**src/pdc_pkg.sv**
```systemverilog
// Package of constants and types for the power-down control block
package pdc_pkg;
    localparam int PDC_AW = 4;
    localparam int PDC_DW = 32;
    // Byte offsets
    localparam logic [PDC_AW-1:0] PDC_OFF_CTRL = 4'h0;
    localparam logic [PDC_AW-1:0] PDC_OFF_IE = 4'h4;
    localparam logic [PDC_AW-1:0] PDC_OFF_STAT = 4'h8;
    // Power-down field position within the control register
    localparam int PDC_PD_LSB = 10;
    localparam int PDC_PD_W = 6;
    localparam int PDC_GIE_BIT = 0;
    localparam int PDC_NONMASKABLE_INTERRUPT_ENABLE_BIT = 1;
    localparam logic [PDC_DW-1:0] PDC_CTRL_RST = 32'h0000_0000;
    localparam logic [PDC_DW-1:0] PDC_IE_RST = 32'h0000_0000;
    // Mode codes
    localparam logic [PDC_PD_W-1:0] PDC_PD_NONE = 6'h00;
    localparam logic [PDC_PD_W-1:0] PDC_PD_SLEEP_EN = 6'h09;
    localparam logic [PDC_PD_W-1:0] PDC_PD_SLEEP_ANY = 6'h11;
    localparam logic [PDC_PD_W-1:0] PDC_PD_CLK_STOP = 6'h1a;
    localparam logic [PDC_PD_W-1:0] PDC_PD_OSC_STOP = 6'h1c;
    // Timing
    localparam int PDC_CLK_MHZ = 100;
    localparam int PDC_ENTRY_DELAY_CYC = 9;
    localparam int PDC_RELOCK_US = 250;
    localparam int PDC_RELOCK_CYC = PDC_RELOCK_US * PDC_CLK_MHZ;
    localparam logic [PDC_DW-1:0] PDC_UNMAPPED_DATA = 32'h0000_0000;

    typedef enum logic [2:0] {
        PDC_ST_RUN = 3'b000,
        PDC_ST_PEND = 3'b001,
        PDC_ST_SLEEP = 3'b010,
        PDC_ST_CSTOP = 3'b011,
        PDC_ST_OSTOP = 3'b100
    } pdc_state_t;
endpackage : pdc_pkg

```
**src/pdc_relock_timer.sv**
```systemverilog
// Counter that holds the clock unused after a start pulse until the PLL re-locks
`timescale 1ns/1ps
module pdc_relock_timer #(
    parameter int CYCLES = 25000
) (
    input wire logic clk_i,
    input wire logic resetn_i,
    input wire logic start_i,
    output logic locked_o
);
    import pdc_pkg::*;
    localparam int CW = $clog2(CYCLES + 1);
    logic [CW-1:0] cnt_ff;
    logic busy_ff;
    wire done = (cnt_ff == CW'(CYCLES - 1));

    always_ff @(posedge clk_i) begin
        if (!resetn_i) begin
            cnt_ff <= '0;
            busy_ff <= 1'b0;
        end else if (start_i) begin
            cnt_ff <= '0;
            busy_ff <= 1'b1;
        end else if (busy_ff) begin
            cnt_ff <= done ? cnt_ff : cnt_ff + 1'b1;
            busy_ff <= !done;
        end
    end

    assign locked_o = !busy_ff;
endmodule : pdc_relock_timer

```
**src/pdc_ctrl.sv**
```systemverilog
// Power-down mode controller with Avalon-MM register slave
//
// The implementer's own choices: the Avalon-MM register port and the register offsets.
`timescale 1ns/1ps
module pdc_ctrl #(
    parameter int NUM_IRQ = 16,
    parameter int RELOCK_CYC = pdc_pkg::PDC_RELOCK_CYC
) (
    input wire logic clk_i,
    input wire logic resetn_i,
    input wire logic [pdc_pkg::PDC_AW-1:0] avs_address_i,
    input wire logic avs_read_i,
    input wire logic avs_write_i,
    input wire logic [pdc_pkg::PDC_DW-1:0] avs_writedata_i,
    input wire logic [3:0] avs_byteenable_i,
    output logic [pdc_pkg::PDC_DW-1:0] avs_readdata_o,
    output logic avs_waitrequest_o,
    input wire logic [NUM_IRQ-1:0] irq_i,
    input wire logic osc_stop_wake_i,
    input wire logic emu_attached_i,
    input wire logic emu_exec_req_i,
    input wire logic emu_pc_write_i,
    output logic cpu_clk_en_o,
    output logic dma_clk_en_o,
    output logic pll_out_en_o,
    output logic pll_in_en_o,
    output logic io_freeze_o,
    output logic periph_out_of_spec_o,
    output logic wake_service_o,
    output logic wake_resume_o,
    output logic emu_spin_idle_o,
    output logic emu_pc_write_fail_o,
    output logic [2:0] mode_o
);
    import pdc_pkg::*;

    logic [PDC_DW-1:0] ctrl_ff;
    logic [NUM_IRQ-1:0] ie_ff;
    pdc_state_t state_ff;
    pdc_state_t nxt_state;
    logic [3:0] dly_ff;
    logic [PDC_PD_W-1:0] mode_code_ff;
    logic [PDC_DW-1:0] rdata_ff;
    logic rd_done_ff;
    logic wake_service_ff;
    logic wake_resume_ff;
    logic relock_start_ff;
    logic relock_seen_ff;
    logic relock_ok;

    // Decode of a field code to a legal mode; reserved codes yield none
    function automatic logic [PDC_PD_W-1:0] pd_decode(input logic [PDC_PD_W-1:0] c);
        case (c)
            PDC_PD_SLEEP_EN, PDC_PD_SLEEP_ANY: pd_decode = c;
            PDC_PD_CLK_STOP, PDC_PD_OSC_STOP: pd_decode = c;
            default: pd_decode = PDC_PD_NONE;
        endcase
    endfunction : pd_decode

    function automatic logic [PDC_DW-1:0] be_merge(input logic [PDC_DW-1:0] old_v,
                                                   input logic [PDC_DW-1:0] new_v,
                                                   input logic [3:0] be);
        logic [PDC_DW-1:0] r;
        r = old_v;
        for (int i = 0; i < 4; i++) begin
            if (be[i]) begin
                r[i*8 +: 8] = new_v[i*8 +: 8];
            end
        end
        be_merge = r;
    endfunction : be_merge

    // Bus decode
    wire sel_ctrl = (avs_address_i == PDC_OFF_CTRL);
    wire sel_ie = (avs_address_i == PDC_OFF_IE);
    wire sel_stat = (avs_address_i == PDC_OFF_STAT);
    wire wr_ctrl = avs_write_i && sel_ctrl;
    wire wr_ie = avs_write_i && sel_ie;
    wire [PDC_DW-1:0] ctrl_new = be_merge(ctrl_ff, avs_writedata_i, avs_byteenable_i);
    wire [PDC_PD_W-1:0] pd_field = ctrl_new[PDC_PD_LSB +: PDC_PD_W];
    wire [PDC_PD_W-1:0] pd_written = pd_decode(pd_field);
    wire [PDC_DW-1:0] ie_merged = be_merge({{(PDC_DW-NUM_IRQ){1'b0}}, ie_ff},
                                           avs_writedata_i, avs_byteenable_i);
    wire [NUM_IRQ-1:0] ie_new = ie_merged[NUM_IRQ-1:0];

    // Wake decode
    wire any_irq = |irq_i;
    wire en_irq = |(irq_i & ie_ff);
    wire global_interrupt_enable = ctrl_ff[PDC_GIE_BIT];
    wire nonmaskable_interrupt_enable = ctrl_ff[PDC_NONMASKABLE_INTERRUPT_ENABLE_BIT];
    wire sleep_any = (mode_code_ff == PDC_PD_SLEEP_ANY);
    wire wake_en = (state_ff == PDC_ST_SLEEP) && en_irq;
    wire wake_any = (state_ff == PDC_ST_SLEEP) && sleep_any && any_irq;
    wire wake = wake_en || wake_any;
    wire service = wake_en && global_interrupt_enable && nonmaskable_interrupt_enable;
    wire arm = (mode_code_ff != PDC_PD_NONE) && !emu_attached_i;
    wire deep = (state_ff == PDC_ST_CSTOP) || (state_ff == PDC_ST_OSTOP);

    always_comb begin
        nxt_state = state_ff;
        case (state_ff)
            PDC_ST_RUN: begin
                if (arm) begin
                    nxt_state = PDC_ST_PEND;
                end
            end
            PDC_ST_PEND: begin
                if (!arm) begin
                    nxt_state = PDC_ST_RUN;
                end else if (dly_ff == 4'(PDC_ENTRY_DELAY_CYC - 2)) begin
                    if (mode_code_ff == PDC_PD_CLK_STOP) begin
                        nxt_state = PDC_ST_CSTOP;
                    end else if (mode_code_ff == PDC_PD_OSC_STOP) begin
                        nxt_state = PDC_ST_OSTOP;
                    end else begin
                        nxt_state = PDC_ST_SLEEP;
                    end
                end
            end
            PDC_ST_SLEEP: begin
                if (wake || emu_attached_i) begin
                    nxt_state = PDC_ST_RUN;
                end
            end
            PDC_ST_CSTOP, PDC_ST_OSTOP: begin
                nxt_state = state_ff;
            end
            default: nxt_state = PDC_ST_RUN;
        endcase
    end

    always_ff @(posedge clk_i) begin
        if (!resetn_i) begin
            state_ff <= PDC_ST_RUN;
            dly_ff <= 4'h0;
        end else begin
            state_ff <= nxt_state;
            dly_ff <= (state_ff == PDC_ST_PEND) ? dly_ff + 4'h1 : 4'h0;
        end
    end

    // Control register; field clears on wake so the CPU resumes running
    always_ff @(posedge clk_i) begin
        if (!resetn_i) begin
            ctrl_ff <= PDC_CTRL_RST;
            mode_code_ff <= PDC_PD_NONE;
            ie_ff <= PDC_IE_RST[NUM_IRQ-1:0];
        end else begin
            if (wr_ctrl && !deep) begin
                ctrl_ff <= ctrl_new;
                mode_code_ff <= pd_written;
            end else if (wake) begin
                ctrl_ff[PDC_PD_LSB +: PDC_PD_W] <= PDC_PD_NONE;
                mode_code_ff <= PDC_PD_NONE;
            end else if (emu_attached_i && !deep) begin
                mode_code_ff <= PDC_PD_NONE;
            end
            if (wr_ie) begin
                ie_ff <= ie_new;
            end
        end
    end

    always_ff @(posedge clk_i) begin
        if (!resetn_i) begin
            wake_service_ff <= 1'b0;
            wake_resume_ff <= 1'b0;
        end else begin
            wake_service_ff <= wake && service;
            wake_resume_ff <= wake && !service;
        end
    end

    // Relock wait starts once after a reset that ended the oscillator stop
    always_ff @(posedge clk_i) begin
        if (!resetn_i) begin
            relock_start_ff <= 1'b0;
            relock_seen_ff <= 1'b0;
        end else begin
            relock_start_ff <= osc_stop_wake_i && !relock_seen_ff;
            relock_seen_ff <= relock_seen_ff || osc_stop_wake_i;
        end
    end
    // Clocks stay off from reset release until the wait is under way
    wire relock_hold = (osc_stop_wake_i && !relock_seen_ff) || relock_start_ff;
    wire relock_ready = relock_ok && !relock_hold;

    pdc_relock_timer #(
        .CYCLES(RELOCK_CYC)
    ) u_relock (
        .clk_i(clk_i),
        .resetn_i(resetn_i),
        .start_i(relock_start_ff),
        .locked_o(relock_ok)
    );

    // Bus slave: one wait cycle on read, writes accepted at once
    wire [PDC_DW-1:0] stat_word = {{(PDC_DW-8){1'b0}}, 3'h0, emu_attached_i, relock_ok,
                                   3'(state_ff)};
    wire [PDC_DW-1:0] rd_mux = sel_ctrl ? ctrl_ff :
                               sel_ie ? {{(PDC_DW-NUM_IRQ){1'b0}}, ie_ff} :
                               sel_stat ? stat_word : PDC_UNMAPPED_DATA;
    always_ff @(posedge clk_i) begin
        if (!resetn_i) begin
            rdata_ff <= '0;
            rd_done_ff <= 1'b0;
        end else begin
            rd_done_ff <= avs_read_i && !rd_done_ff;
            if (avs_read_i && !rd_done_ff) begin
                rdata_ff <= rd_mux;
            end
        end
    end
    assign avs_waitrequest_o = avs_read_i && !rd_done_ff;
    assign avs_readdata_o = rdata_ff;

    // Clock gating and effects
    wire running = (state_ff == PDC_ST_RUN) || (state_ff == PDC_ST_PEND);
    assign cpu_clk_en_o = running && relock_ready;
    assign dma_clk_en_o = !deep && relock_ready;
    assign pll_out_en_o = (state_ff != PDC_ST_CSTOP);
    assign pll_in_en_o = (state_ff != PDC_ST_OSTOP);
    assign io_freeze_o = deep;
    assign periph_out_of_spec_o = deep;
    assign wake_service_o = wake_service_ff;
    assign wake_resume_o = wake_resume_ff;
    assign emu_spin_idle_o = deep && emu_exec_req_i;
    assign emu_pc_write_fail_o = deep && emu_pc_write_i;
    assign mode_o = 3'(state_ff);
endmodule : pdc_ctrl

```
**config.mk**
```make
export PLATFORM = sky130hd
export DESIGN_NAME = pdc_ctrl
export DESIGN_NICKNAME = d
export VERILOG_FILES = /design/src/pdc_pkg.sv /design/src/pdc_relock_timer.sv /design/src/pdc_ctrl.sv
export SDC_FILE = /design/constraint.sdc
export NUM_CORES = 1
export LEC_CHECK = 0
export ABC_AREA = 1
export BUFFER_PORTS_ARGS = -buffer_cell sky130_fd_sc_hd__buf_2
export CORE_MARGIN = 1.5
export CORE_UTILIZATION = 49
export DETAILED_ROUTE_END_ITERATION = 16
export PLACE_DENSITY = 0.83
export SYNTH_ARGS = -nofsm -noshare
export SYNTH_HDL_FRONTEND = slang
export SYNTH_SLANG_ARGS = --single-unit
export TNS_END_PERCENT = 50
```
**constraint.sdc**
```tcl
create_clock -name clk_i -period 1.5 [get_ports clk_i]
set_clock_uncertainty 0.15 [all_clocks]
set_input_delay 0.3 -clock clk_i [delete_from_list [all_inputs] [get_ports clk_i]]
set_output_delay 0.3 -clock clk_i [all_outputs]
set_load 0.03 [all_outputs]
```
==> impl_metrics.csv <==
group,metric,value,unit
clock_network,cts_tree,"yes",
routing,postRouteWirelength,23700,um
sta,rsz0062_at_grt,"yes",
synthesis,synthSimpleGateAreaFrac,0.278,
floorplan,start_util,0.506,
synthesis,ys_warn_count,0,
critical_path,worst_setup_path_end_kind,"output port",
global_routing,grt_max_degree,44,
critical_path,path_max_fanout,4,
synthesis,synth_edf_count,0,
floorplan,fp.coreArea,10300,um2
power_and_ir_drop,internal-power,6.74,mW
critical_path,crit_type,"register to output port",
critical_path,slowest_stage,"dfxtp_4",
critical_path,critPathCapture,"emu_spin_idle_o",
synthesis,synthArstFlopShare,0,
clock_network,clkSinkCount,114,
synthesis,ys_types,42,
synthesis,synth_common_cells,"nand2_1, nor2_1, dfxtp_1, o21ai_0, inv_1",
synthesis,syn_inst,741,
critical_path,cp.arrival,1.60,ns
synthesis,synthAdderAreaFrac,0.00479,
synthesis,synth_compound_area_frac,0.172,
critical_path,crit_path_start,"mode_o[0]$_SDFFE_PN0P_",
sta,tns,-19.42,ns
sta,relSlewSlack,0.600,
final_layout,nets,1027,
synthesis,synthMostInstantiatedCell,"nand2_1",
synthesis,synth_nets,807,
sta,finalHoldViolations,0,
critical_path,required,1.05,ns
synthesis,synth_area_leaders,"dfxtp_1, nand2_1, nor2_1",
routing,routed-via-count,6802,
routing,initialDrtViolationCount,1022,
power_and_ir_drop,p_clk_frac,0.365,
critical_path,cpPeakStageDelay,0.38,ns
sta,fmax,0.488,GHz
power_and_ir_drop,power_frac_comb,0.313,
floorplan,die_w,106,um
min_path,hold_path_class,"primary input to register",
outcome,outcome,"complete, but fails checks",
critical_path,reg2reg_slack,-0.49,ns
sta,fin_ws,-0.550,ns
critical_path,reg2reg_to,"mode_code_ff[2]$_SDFFE_PN0P_",
outcome,violations,"negative setup slack",
synthesis,yosys.area.top_type,"dfxtp_1",
placement,hpwl,9990,um
routing,drc,0,
critical_path,cp_common_cell,"buf_6",
power_and_ir_drop,p_seq_frac,0.322,
global_routing,overflow,0,
sta,period_needed,2.05,ns
synthesis,synth_top_cell_area_share,0.437,
sta,drv_slew,0,
final_layout,fin_area,8380,um2
sta,worst_slew_pin_slew,0.599,ns
placement,gp_congestion,0.884,
floorplan,dieArea,11300,um2
critical_path,r2r_cells,10,
synthesis,synth_area_per_cell,7.04,um2
critical_path,r2r_start,"ie_ff[4]$_SDFFE_PN0P_",
clock_network,cts_buffers,17,
clock_network,insertion_delay,0.54,ns
routing,first_pass_iters,7,
synthesis,synth_xor_area_frac,0.0185,
sta,fin_crit_sh,1.37,
clock_network,clock_path_buffers,2,
global_routing,grt_pass1_wl,28100,um
final_layout,antenna_cells,0,
synthesis,synth_flop_cell,"dfxtp_1",
power_and_ir_drop,p_per_area,1270,nW/um2
final_layout,areaGrowthSynthToFinish,60.5,%
clock_network,clk_pin_slew,0.06,ns
synthesis,synth_top_family_by_area,"simple AND/OR/NAND/NOR gates",
synthesis,synth_seq_area_share,0.437,
global_routing,antenna_found_initial,1,
global_routing,grt_pass1_vias,5907,
critical_path,path_cells,"inv_4 -> nand3_4 -> nand2_8 -> inv_8 -> buf_6 -> nor2_4 -> buf_6",
min_path,min_from,"avs_byteenable_i[3]",
sta,hold_ws,0.0342,ns
power_and_ir_drop,total_power,10.6,mW
placement,port-buffer-count,109,
routing,ant_nets,0,
sta,finalSetupViolations,78,
global_routing,grt_usage,0.315,
floorplan,die_h,106,um
power_and_ir_drop,power.leakage,3.51,nW
final_layout,drive_gt1_frac,0.424,
clock_network,clockRootBuffer,"clkbuf_8",
synthesis,muxShareOfSynthArea,0,
power_and_ir_drop,ir_drop,0.797,mV
flow_run,drv_cap,0,
floorplan,row_count,37,
power_and_ir_drop,switching_power,3.89,mW
critical_path,startpoint_type,"register",
synthesis,syn_area,5220,um2
placement,placed_area,6350,um2
routing,routedWlPerCell,21.3,um
routing,vias_per_cell,6.13,
power_and_ir_drop,sw_frac_of_total,0.366,
synthesis,ys_ff_latch,114,
floorplan,io_pins,110,
clock_network,h-tree-depth,4,
layout make-up:
class	instances	area (um2)
sequential	114	2350
clock inverter	15	136
multi-input combinational	520	3020
tap	136	170
fill	525	1950
timing repair buffer	228	1930
inverter	80	357
clock buffer	17	414
per-layer routing:
layer,vias up,part of all wire,track usage
li1,2845,-,-
met5,-,0,0
met1,3063,0.33,0.361
met3,230,0.11,0.101
met2,664,0.46,0.535
met4,0,0.088,0.144
placed cells by master (no fill, tap or decap), types with 4 or more instances in the layout:
cell and instances:
o21ai_1 31, dlygate4sd3_1 33, inv_4 4, buf_4 69, nand2_8 4, nand3_1 12
buf_6 54, nor3_1 5, o21ai_0 57, xor2_1 6, inv_8 7, inv_6 7
nand3_4 5, inv_1 64, nand2_1 108, dfxtp_1 67, buf_12 4, clkbuf_16 16
nand4_1 6, a21oi_2 14, buf_2 64, o221ai_1 11, nand2_4 8, a21oi_1 47
nand3_2 6, nor2_2 29, nor3_2 4, dfxtp_2 44, nor2_1 105, nor2_4 10
inv_2 5, nand2_2 26
registers in the layout, indices dropped and copies added, names as in the netlist:
signal and cells:
wake_resume_o 1, avs_readdata_o 32, ie_ff 16, wake_service_o 1, u_relock.cnt_ff 15, u_relock.busy_ff 1, relock_start_ff 1, rd_done_ff 1
mode_o 3, mode_code_ff 6, ctrl_ff 32, dly_ff 4, relock_seen_ff 1
per-stage QoR:
| stage | setup WS [ns] | instances | util |
|---|---|---|---|
| after CTS | -0.464 | 1102 | 0.754 |
| after global routing | -0.600 | 1110 | 0.811 |
| after global placement | -0.237 | 1017 | 0.615 |
| final | -0.550 | 1110 | 0.811 |
| after detailed placement | -0.260 | 1017 | 0.615 |
| after floorplan | -0.118 | 741 | - |
kinds of logic after synthesis:
| kind of cell | after synthesis |
|---|---|
| AOI/OAI and AO/OA | 167 |
| xor gates and xnor gates | 11 |
| adders and majority gates | 2 |
| buffers and inverters | 108 |
| DFF | 114 |
| and+or+nand+nor | 339 |
critical path: cells and delay by family, from the launching register on:
family	cells	cell delay, ns
AND/OR/NAND/NOR	3	0.31
flip-flops	1	0.38
buffers and inverters	4	0.37
power by group through the flow:
stage,combinational (mW),sequential (mW),clock [mW]
finish,3.32,3.43,3.88
global route,3.45,3.43,4.01
CTS,2.70,3.36,3.76
detailed placement,2.00,3.42,0
global placement,1.96,3.42,0
floorplan,1.15,3.60,0
worst min-delay path by stage:
stage                                          end  slack, ns  cells after the start
final                     ctrl_ff[31]$_SDFFE_PN0P_       0.03                      4
after detailed placement      dly_ff[0]$_SDFF_PN0_       0.29                      1
after CTS                  ctrl_ff[7]$_SDFFE_PN0P_      0.008                      3
after global placement        dly_ff[0]$_SDFF_PN0_       0.28                      1
after floorplan               dly_ff[0]$_SDFF_PN0_       0.27                      1
after global routing      ctrl_ff[27]$_SDFFE_PN0P_       0.03                      4
repair_timing:
item / 4_1_cts / 5_1_grt
endpoints found under the setup margin: 98 / 103
endpoints found under the hold margin: 43 / 0
setup buffers: 18 / 9
gates resized for setup: 133 / 181
hold buffers: 33 / 0
pin swaps: 23 / 41
cloned: 2 / 1
(Power assumes the default switching activity.)
